`src/inc/can_mode_cfg.svh`:
```
// timing constants for transceiver mode and wake logic
`ifndef CAN_MODE_CFG_SVH
`define CAN_MODE_CFG_SVH
`define CLK_PERIOD_NS 10
// wake phase qualification window 0.5 us .. 1.8 us; 1.0 us chosen
`define WAKE_PHASE_NS 1000
`define WAKE_PHASE_CYC (`WAKE_PHASE_NS / `CLK_PERIOD_NS)
// wake filter time, at most 1.8 us; 0.8 us chosen
`define WAKE_FILTER_NS 800
`define WAKE_FILTER_CYC (`WAKE_FILTER_NS / `CLK_PERIOD_NS)
// wake timeout 0.8 ms .. 9 ms; 2 ms chosen
`define WAKE_TIMEOUT_US 2000
`define WAKE_TIMEOUT_CYC ((`WAKE_TIMEOUT_US * 1000) / `CLK_PERIOD_NS)
// receive start-up delay 4 us .. 20 us; 10 us chosen
`define RX_STARTUP_US 10
`define RX_STARTUP_CYC ((`RX_STARTUP_US * 1000) / `CLK_PERIOD_NS)
`endif

```
`src/inc/can_mode_pkg.sv`:
```
// types for transceiver mode and wake logic
`default_nettype none
package can_mode_pkg;
  typedef enum logic [1:0] {mode_off, mode_standby, mode_normal} op_mode_e;
  typedef enum logic [1:0] {wk_idle, wk_dom1, wk_rec, wk_dom2} wake_state_e;
endpackage : can_mode_pkg
`default_nettype wire

```
`src/core/can_mode_wake.sv`:
```
// mode selection, remote wake detection and receive gating of a can transceiver
`include "can_mode_cfg.svh"
`default_nettype none
module can_mode_wake #(
  parameter int unsigned PHASE_CYC = `WAKE_PHASE_CYC,
  parameter int unsigned FILTER_CYC = `WAKE_FILTER_CYC,
  parameter int unsigned TIMEOUT_CYC = `WAKE_TIMEOUT_CYC,
  parameter int unsigned STARTUP_CYC = `RX_STARTUP_CYC
) (
  input wire logic sys_clk,
  input wire logic rst,
  input wire logic transmit_data,
  input wire logic standby_select,
  input wire logic bus_dominant,
  input wire logic core_supply_low,
  input wire logic io_supply_low,
  output logic bus_drive_dominant,
  output logic bus_bias_ground,
  output logic bus_high_line_oe,
  output logic bus_low_line_oe,
  output logic receive_data,
  output logic receive_data_oe,
  output logic wake_detected,
  output logic [1:0] op_mode
);
  // two-flop synchronisers for pins and supply flags
  logic [4:0] sync1;
  logic [4:0] sync2;
  logic txd_s;
  logic stb_s;
  logic bus_s;
  logic core_low_s;
  logic io_low_s;
  assign txd_s = sync2[0];
  assign stb_s = sync2[1];
  assign bus_s = sync2[2];
  assign core_low_s = sync2[3];
  assign io_low_s = sync2[4];

  always_ff @(posedge sys_clk or posedge rst)
  begin
    if (rst)
    begin
      sync1 <= 5'h1b;
      sync2 <= 5'h1b;
    end
    else
    begin
      sync1 <= {io_supply_low, core_supply_low, bus_dominant, standby_select, transmit_data};
      sync2 <= sync1;
    end
  end

  // filtered bus seen by the low-power receiver
  logic bus_f;
  bus_phase_filter #(
    .FILTER_CYC(FILTER_CYC)
  ) u_filter (
    .sys_clk(sys_clk),
    .rst(rst),
    .raw_dominant(bus_s),
    .filt_dominant(bus_f)
  );

  // mode selection
  can_mode_pkg::op_mode_e mode;
  can_mode_pkg::op_mode_e next_mode;

  always_comb
  begin
    if (io_low_s)
      next_mode = can_mode_pkg::mode_off;
    else if (core_low_s)
      next_mode = can_mode_pkg::mode_standby;
    else if (stb_s)
      next_mode = can_mode_pkg::mode_standby;
    else
      next_mode = can_mode_pkg::mode_normal;
  end

  // wake pattern detector
  can_mode_pkg::wake_state_e wst;
  can_mode_pkg::wake_state_e next_wst;
  logic [15:0] phase_cnt;
  logic [15:0] next_phase_cnt;
  logic [31:0] tmo_cnt;
  logic [31:0] next_tmo_cnt;
  logic [15:0] start_cnt;
  logic [15:0] next_start_cnt;
  logic woken;
  logic next_woken;
  logic rx_live;
  logic next_rx_live;
  logic in_standby;
  assign in_standby = (mode == can_mode_pkg::mode_standby);

  function automatic logic phase_done(input logic [15:0] cnt);
    phase_done = (cnt >= 16'(PHASE_CYC - 1));
  endfunction : phase_done

  always_comb
  begin
    next_wst = wst;
    next_phase_cnt = 16'h0000;
    next_tmo_cnt = 32'h0;
    next_start_cnt = start_cnt;
    next_woken = woken;
    next_rx_live = rx_live;
    if (!in_standby || next_mode != can_mode_pkg::mode_standby)
    begin
      // leaving standby aborts the pattern and drops the wake
      next_wst = can_mode_pkg::wk_idle;
      next_woken = 1'b0;
      next_rx_live = 1'b0;
      next_start_cnt = 16'h0000;
    end
    else if (woken)
    begin
      if (start_cnt >= 16'(STARTUP_CYC - 1))
        next_rx_live = 1'b1;
      else
        next_start_cnt = start_cnt + 16'h0001;
    end
    else
    begin
      // the detector runs on the io supply alone
      if (wst != can_mode_pkg::wk_idle)
        next_tmo_cnt = tmo_cnt + 32'h1;
      case (wst)
        can_mode_pkg::wk_idle:
        begin
          if (bus_f)
          begin
            next_phase_cnt = 16'h0001;
            next_wst = can_mode_pkg::wk_dom1;
            next_tmo_cnt = 32'h1;
          end
        end
        can_mode_pkg::wk_dom1:
        begin
          // hold count through short recessive gaps
          if (bus_f)
            next_phase_cnt = phase_done(phase_cnt) ? phase_cnt : phase_cnt + 16'h0001;
          else if (phase_done(phase_cnt))
            next_wst = can_mode_pkg::wk_rec;
          else
            next_phase_cnt = phase_cnt;
          if (!bus_f && phase_done(phase_cnt))
            next_phase_cnt = 16'h0001;
        end
        can_mode_pkg::wk_rec:
        begin
          if (!bus_f)
            next_phase_cnt = phase_done(phase_cnt) ? phase_cnt : phase_cnt + 16'h0001;
          else if (phase_done(phase_cnt))
          begin
            next_wst = can_mode_pkg::wk_dom2;
            next_phase_cnt = 16'h0001;
          end
          else
            next_phase_cnt = phase_cnt;
        end
        can_mode_pkg::wk_dom2:
        begin
          if (bus_f)
          begin
            next_phase_cnt = phase_cnt + 16'h0001;
            if (phase_done(phase_cnt))
            begin
              next_woken = 1'b1;
              next_wst = can_mode_pkg::wk_idle;
              next_start_cnt = 16'h0000;
            end
          end
          else
            next_phase_cnt = phase_cnt;
        end
        default:
          next_wst = can_mode_pkg::wk_idle;
      endcase
      if (wst != can_mode_pkg::wk_idle && tmo_cnt >= TIMEOUT_CYC - 1)
      begin
        next_wst = can_mode_pkg::wk_idle;
        next_woken = 1'b0;
        next_tmo_cnt = 32'h0;
        next_phase_cnt = 16'h0000;
      end
    end
  end

  // pin outputs
  logic next_drive;
  logic next_bias;
  logic next_bus_oe;
  logic next_rxd;
  logic next_rxd_oe;

  always_comb
  begin
    next_drive = 1'b0;
    next_bias = 1'b0;
    next_bus_oe = 1'b0;
    next_rxd = 1'b1;
    next_rxd_oe = 1'b0;
    case (mode)
      can_mode_pkg::mode_normal:
      begin
        next_drive = !txd_s;
        next_bus_oe = 1'b1;
        next_rxd = !bus_s;
        next_rxd_oe = 1'b1;
      end
      can_mode_pkg::mode_standby:
      begin
        next_bias = 1'b1;
        next_bus_oe = 1'b1;
        next_rxd = rx_live ? !bus_f : 1'b1;
        next_rxd_oe = 1'b1;
      end
      can_mode_pkg::mode_off:
      begin
        next_bus_oe = 1'b0;
        next_rxd_oe = 1'b0;
      end
      default:
      begin
        next_bus_oe = 1'b0;
      end
    endcase
  end

  always_ff @(posedge sys_clk or posedge rst)
  begin
    if (rst)
    begin
      mode <= can_mode_pkg::mode_off;
      wst <= can_mode_pkg::wk_idle;
      phase_cnt <= 16'h0000;
      tmo_cnt <= 32'h0;
      start_cnt <= 16'h0000;
      woken <= 1'b0;
      rx_live <= 1'b0;
      bus_drive_dominant <= 1'b0;
      bus_bias_ground <= 1'b0;
      bus_high_line_oe <= 1'b0;
      bus_low_line_oe <= 1'b0;
      receive_data <= 1'b1;
      receive_data_oe <= 1'b0;
      wake_detected <= 1'b0;
      op_mode <= 2'h0;
    end
    else
    begin
      mode <= next_mode;
      wst <= next_wst;
      phase_cnt <= next_phase_cnt;
      tmo_cnt <= next_tmo_cnt;
      start_cnt <= next_start_cnt;
      woken <= next_woken;
      rx_live <= next_rx_live;
      bus_drive_dominant <= next_drive;
      bus_bias_ground <= next_bias;
      bus_high_line_oe <= next_bus_oe;
      bus_low_line_oe <= next_bus_oe;
      receive_data <= next_rxd;
      receive_data_oe <= next_rxd_oe;
      wake_detected <= woken;
      op_mode <= mode;
    end
  end
endmodule : can_mode_wake
`default_nettype wire

```
`src/core/bus_phase_filter.sv`:
```
// bus level filter: output changes only after a stable run of filter cycles
`include "can_mode_cfg.svh"
`default_nettype none
module bus_phase_filter #(
  parameter int unsigned FILTER_CYC = `WAKE_FILTER_CYC
) (
  input wire logic sys_clk,
  input wire logic rst,
  input wire logic raw_dominant,
  output logic filt_dominant
);
  logic [15:0] run;
  logic [15:0] next_run;
  logic next_filt_dominant;

  always_comb
  begin
    next_run = 16'h0000;
    next_filt_dominant = filt_dominant;
    if (raw_dominant != filt_dominant)
    begin
      next_run = run + 16'h0001;
      if (run >= 16'(FILTER_CYC - 1))
      begin
        next_filt_dominant = raw_dominant;
        next_run = 16'h0000;
      end
    end
  end

  always_ff @(posedge sys_clk or posedge rst)
  begin
    if (rst)
    begin
      run <= 16'h0000;
      filt_dominant <= 1'b0;
    end
    else
    begin
      run <= next_run;
      filt_dominant <= next_filt_dominant;
    end
  end
endmodule : bus_phase_filter
`default_nettype wire

```
`config.mk`:
```
export PLATFORM = sky130hd
export DESIGN_NAME = can_mode_wake
export DESIGN_NICKNAME = d
export VERILOG_FILES = /design/src/inc/can_mode_pkg.sv /design/src/core/can_mode_wake.sv /design/src/core/bus_phase_filter.sv
export VERILOG_INCLUDE_DIRS = /design/src /design/src/inc
export SDC_FILE = /design/constraint.sdc
export NUM_CORES = 1
export LEC_CHECK = 0
export BUFFER_PORTS_ARGS = -buffer_cell sky130_fd_sc_hd__buf_2
export CORE_ASPECT_RATIO = 0.9
export CORE_UTILIZATION = 50
export CTS_BUF_LIST = sky130_fd_sc_hd__clkbuf_16
export DETAILED_ROUTE_END_ITERATION = 10
export PLACE_DENSITY = 0.74
export SYNTH_ARGS = -nofsm -noshare
export SYNTH_HDL_FRONTEND = slang
export SYNTH_SLANG_ARGS = --single-unit
```
`constraint.sdc`:
```
create_clock -name sys_clk -period 3.31 [get_ports sys_clk]
set_input_delay 0.1655 -clock sys_clk [delete_from_list [all_inputs] [get_ports sys_clk]]
set_output_delay 0.1655 -clock sys_clk [all_outputs]
set_load 0.005 [all_outputs]
```
Word-level counts from Yosys, hierarchy flattened
Cells that the tools add are included.

Reduce and logical (&&, ||, !) cells: 20. Magnitude comparators: 4. Add/sub/neg operators: 4. Equality and inequality tests: 19. Muxes and demuxes: 53.

Operators with widths (number): 16-bit two-way mux (17); 32-bit two-way mux (6); 16-bit one-hot mux with 4 select lines (1); 16-bit by 1-bit adder with 16-bit output (second input constant) (3); 32-bit by 1-bit adder with 32-bit output (second input constant) (1); 16-bit by 7-bit >= comparator with 1-bit output (second input constant) (2); 32-bit by 18-bit >= comparator with 1-bit output (second input constant) (1); 2-bit two-way mux (13); 16-bit by 10-bit >= comparator with 1-bit output (second input constant) (1); 4-bit inequality test (second input constant) (4); 1-bit two-way mux (14); 4-bit by 3-bit inequality test with 1-bit output (second input constant) (3); 3-bit nonzero test (3); 2-bit one-hot mux with 4 select lines (1); 8-bit AND reduction (1); 7-bit by 6-bit inequality test with 1-bit output (second input constant) (1); 2-bit equality test (second input constant) (3); 6-bit inequality test (second input constant) (1); 2-bit nonzero test (3); 5-bit by 4-bit inequality test with 1-bit output (second input constant) (1); 2-bit by 1-bit equality test with 1-bit output (second input constant) (2); 1-bit logical NOT (4); 2-bit by 1-bit inequality test with 1-bit output (second input constant) (2); 2-bit AND reduction (2); 9 further kinds (10).

Flip-flop bits (word level): 104. Input bits: 7.

Longest topological paths before layout
Word-level depth: 8. Depth in mapped cells: 9. Mapped depth without buffers: 8.

By module
A second synthesis with hierarchy kept.

Cells, all modules: 451. Area total of the unflattened synthesis: 4772.1 sq um.

By module, submodules not included: can_mode_wake (sequential area each 2188.3 sq um, cells an instance 403, area each 4095.2 sq um, times used 1); bus_phase_filter (sequential area each 425.4 sq um, cells an instance 48, area each 676.9 sq um, times used 1).

Least setup slack after synthesis
No wires, ideal clock.

Path type: register -> register. Start: register phase_cnt[0]. End: register phase_cnt[10]. Period minus slack after synthesis: 2.084 ns. Stages on the path, launching flop included: 8. Data required time: 3.199 ns. Data arrival time: 1.972 ns. Library setup time: 0.111 ns. Path slack: 1.226 ns. Cell sequence: dfrtp_1 -> ha_1 -> nor4_2 -> nor2_2 -> or3_4 -> a21oi_4 -> a41oi_2 -> a2111oi_2.

Longest elaborated chain between the ends: 8. Elaborated cells between the ends (all ways): 15.

RTL lines: start, declared (RTL line can_mode_wake.sv:84) `logic [15:0] phase_cnt;`; start signal, assigned (RTL line can_mode_wake.sv:256) `phase_cnt <= next_phase_cnt;`; 16-bit by 1-bit adder with 16-bit output or 16-bit by 7-bit >= comparator with 1-bit output (tied branches); 16-bit two-way mux (RTL line can_mode_wake.sv:143, can_mode_wake.sv:154); 16-bit two-way mux (RTL line can_mode_wake.sv:142) `if (bus_f)`; 16-bit two-way mux (RTL line can_mode_wake.sv:148) `if (!bus_f && phase_done(phase_cnt))`; 16-bit one-hot mux with 4 select lines (RTL line can_mode_wake.sv:129) `case (wst)`; 16-bit two-way mux (RTL line can_mode_wake.sv:181) `if (wst != can_mode_pkg::wk_idle && tmo_cnt >= TIMEOUT_CYC - 1)`; 16-bit two-way mux (RTL line can_mode_wake.sv:117) `else if (woken)`; 16-bit two-way mux (RTL line can_mode_wake.sv:109) `if (!in_standby || next_mode != can_mode_pkg::mode_standby)`.

Parallel ways exist; a longest one is shown, timed or not. The select of a mux whose other input is x is not followed. A chain may end at the register's enable or synchronous reset.

Worst setup path in the final report
Start: register wst[0]. End: register phase_cnt[9].

Longest elaborated chain between the ends: 5. Elaborated cells between the ends (all ways): 14.

RTL lines: start, declared (RTL line can_mode_wake.sv:82) `can_mode_pkg::wake_state_e wst;`; start signal, assigned (RTL line can_mode_wake.sv:237) `wst <= can_mode_pkg::wk_idle;`; start signal, assigned (RTL line can_mode_wake.sv:255) `wst <= next_wst;`; 2-bit equality test, or another cell as far along (RTL line can_mode_wake.sv:129); 16-bit one-hot mux with 4 select lines or 1-bit logical AND (tied branches) (RTL line can_mode_wake.sv:129, can_mode_wake.sv:181); 16-bit two-way mux (RTL line can_mode_wake.sv:181); 16-bit two-way mux (RTL line can_mode_wake.sv:117); 16-bit two-way mux (RTL line can_mode_wake.sv:109).

Parallel ways exist; a longest one is shown, timed or not.

==> impl_metrics.env <==
export IMPL_rsz0062_at_grt="false"
export IMPL_cts_root_buf="clkbuf_16"
export IMPL_stdcell_count=602
export IMPL_start_util=0.529
export IMPL_netlist_instances=430
export IMPL_synth_area_leaders="dfrtp_1, dfstp_2, nor2_1"
export IMPL_clk_path_buf_depth=2
export IMPL_drtAntennaViolNets=0
export IMPL_gp_congestion=0.878
export IMPL_placed_area_mm2=0.00494
export IMPL_finalInstanceArea_mm2=0.00528
export IMPL_grt_pass1_wl_um=14900
export IMPL_pwr_density_cell_mw_per_mm2=458
export IMPL_synth_edf_count=0
export IMPL_reg2reg_slack_ns=0.62
export IMPL_ys_ff_latch=104
export IMPL_rr_worst_depth=8
export IMPL_worstMarginPinSlew_ns=0.973
export IMPL_vias=3275
export IMPL_core_area_mm2=0.00877
export IMPL_htree_levels=3
export IMPL_dp_hpwl_um=5690
export IMPL_max_slew_margin_rel=0.352
export IMPL_async_flop_share=1.00
export IMPL_outcome="finished, final reports clean"
export IMPL_final_layout_size_suffix_gt1_frac=0.124
export IMPL_yosysWarningCount=0
export IMPL_path_clk_slew_ns=0.07
export IMPL_yosys_cell_count_top_type="dfrtp_1"
export IMPL_nets=495
export IMPL_fp_dieH_um=93.3
export IMPL_worst_setup_path_end_kind="flop"
export IMPL_synth_common_cells="dfrtp_1, nor2_1, nand3_1, nand2_1, a21oi_1"
export IMPL_wl_um=8630
export IMPL_ys_types=61
export IMPL_r2r_start="wst[0]$_DFFE_PP0P_"
export IMPL_seq_area_frac_synth=0.564
export IMPL_post_route_period_util=0.812
export IMPL_reg2reg_to="phase_cnt[9]$_DFFE_PP0P_"
export IMPL_cts_sinks=104
export IMPL_dieArea_mm2=0.00966
export IMPL_tritoncts="built"
export IMPL_multiInputGateArea_mm2=0.00199
export IMPL_clk_latency_ns=0.35
export IMPL_hold_class="in -> async"
export IMPL_drc=0
export IMPL_min_period_ns=2.69
export IMPL_hold_viol_final=0
export IMPL_placed_cells=581
export IMPL_drt_pass1_iter_count=7
export IMPL_vdd_drop_max_mv=0.379
export IMPL_cp_required_ns=3.58
export IMPL_crit_arrival_ns=2.95
export IMPL_diodes=0
export IMPL_antenna_found_initial=0
export IMPL_syn_area_per_cell_um2=10.8
export IMPL_synth_top_cell_area_share=0.513
export IMPL_regArea_mm2=0.00261
export IMPL_synth_top_flop_cell="dfrtp_1"
export IMPL_grt_usage=0.200
export IMPL_crit_fanout=11
export IMPL_setup_viol=0
export IMPL_grt_pass1_vias=3331
export IMPL_start_kind="flop"
export IMPL_netlist_area_mm2=0.00463
export IMPL_fin_worst_skew_ns=0.00975
export IMPL_grt_overflow=0
export IMPL_yosys_area_top_type="dfrtp_1"
export IMPL_wl_per_cell_um=14.3
export IMPL_die_w_um=103
export IMPL_numCtsBuffers=9
export IMPL_cap_violations=0
export IMPL_rows=32
export IMPL_portBuffers=15
export IMPL_grt_max_degree=84
export IMPL_criticalPathCategory="reg -> reg"
export IMPL_n_fill_cell=705
export IMPL_viasPerCell=5.44
export IMPL_initialDrtViolationCount=139
export IMPL_setup_tns_final_ns=0
export IMPL_io_pins=16
export IMPL_leakage_nw=2.23
export IMPL_drv_slew=0
export IMPL_syn_to_final_growth_pct=13.9
export IMPL_clock_fmax_mhz=372
## timing repair
item / in CTS / in global routing
resized for setup: 0 / 0
hold buffers: 5 / 0
setup buffers: 0 / 0
endpoints found under the hold margin: 5 / 0
## critical path, stage by stage (launching register included)
cell and delay (ns):
dfrtp_1 0.42, inv_1 0.10, ha_1 0.31, mux2i_1 0.22
and2_1 0.25, or2_1 0.37, nor3_1 0.57, nand4_1 0.18
a21oi_1 0.18
## kinds of logic after synthesis
logic type / count (synthesis) / share of synthesized area
XOR/XNOR: 28 / 0.0529
multiplexers: 3 / 0.00675
AND/OR/NAND/NOR: 171 / 0.189
AO/OA/AOI/OAI: 85 / 0.134
buffers and inverters: 28 / 0.0251
adder cells (fa/ha/maj): 10 / 0.0270
flip-flops: 104 / 0.564
other: 1 / 0.000809
## final cells by class
type | count | share of cell area
Clock buffer | 9 | 0.0427
Tap cell | 119 | 0.0282
Clock inverter | 7 | 0.0123
Sequential cell | 104 | 0.495
Multi-Input combinational cell | 320 | 0.376
Inverter | 16 | 0.0118
Timing Repair Buffer | 27 | 0.0336
## flip-flops by register name, indices dropped and copies added (netlist names)
signal	cells
bus_bias_ground	1
bus_drive_dominant	1
mode	2
op_mode	2
phase_cnt	16
receive_data	1
receive_data_oe	1
rx_live	1
start_cnt	16
sync1	5
sync2	5
tmo_cnt	32
u_filter.filt_dominant	1
u_filter.run	16
wake_detected	1
woken	1
wst	2
## through the flow
stage / utilization / total power (W) / hold WS [ns] / worst slack [ns]
6_report: 0.602 / 0.00242 / 0.0382 / 0.622
5_1_grt: 0.602 / 0.00251 / 0.156 / 0.402
4_1_cts: 0.602 / 0.00245 / 0.0900 / 0.640
3_5_place_dp: 0.563 / 0.00143 / 0.273 / 0.691
3_3_place_gp: 0.563 / 0.00143 / 0.270 / 0.889
2_1_floorplan: - / 0.00140 / 0.170 / 0.427
## per-layer routing
metal / vias to the layer above / GRT usage / wire length [um]
li1: 1603 / - / -
met1: 1591 / 0.269 / 4100
met2: 74 / 0.320 / 4130
met3: 7 / 0.0478 / 320
met4: 0 / 0.0657 / 70
met5: - / 0 / 0
## where the power goes
part	internal, W	leakage (nW)	switching, W	total (W)
sequential	0.00130	1.35	0.0000136	0.00132
clock	0.000526	0.143	0.000485	0.00101
combinational	0.0000319	0.733	0.0000614	0.0000933
## cell usage in the layout, fill, tap and decap left out, types with 3 or more instances in the layout
| cell | instances |
|---|---|
| a211oi_1 | 10 |
| a21o_1 | 3 |
| a21oi_1 | 19 |
| a31oi_1 | 5 |
| a41oi_1 | 4 |
| and2_1 | 8 |
| and3_1 | 12 |
| buf_2 | 15 |
| buf_4 | 7 |
| clkbuf_16 | 9 |
| conb_1 | 23 |
| dfrtp_1 | 95 |
| dfstp_2 | 9 |
| dlygate4sd3_1 | 5 |
| ha_1 | 10 |
| inv_1 | 16 |
| nand2_1 | 21 |
| nand3_1 | 24 |
| nand3b_1 | 3 |
| nand4_1 | 6 |
| nor2_1 | 53 |
| nor2b_1 | 7 |
| nor3_1 | 14 |
| nor4_1 | 7 |
| o21ai_0 | 18 |
| xnor2_1 | 15 |
| xor2_1 | 13 |
## worst max path at each step
stage | cells after the start | slack [ns] | start | to
after detailed placement | 8 | 0.69 | wst[0]$_DFFE_PP0P_ | phase_cnt[9]$_DFFE_PP0P_
final | 8 | 0.62 | wst[0]$_DFFE_PP0P_ | phase_cnt[9]$_DFFE_PP0P_
after CTS | 8 | 0.64 | wst[0]$_DFFE_PP0P_ | phase_cnt[9]$_DFFE_PP0P_
after floorplan | 1 | 0.43 | rst | bus_bias_ground$_DFF_PP0_
after global placement | 8 | 0.89 | wst[0]$_DFFE_PP0P_ | phase_cnt[9]$_DFFE_PP0P_
after global routing | 8 | 0.40 | wst[0]$_DFFE_PP0P_ | phase_cnt[8]$_DFFE_PP0P_
(Power assumes the default switching activity.)
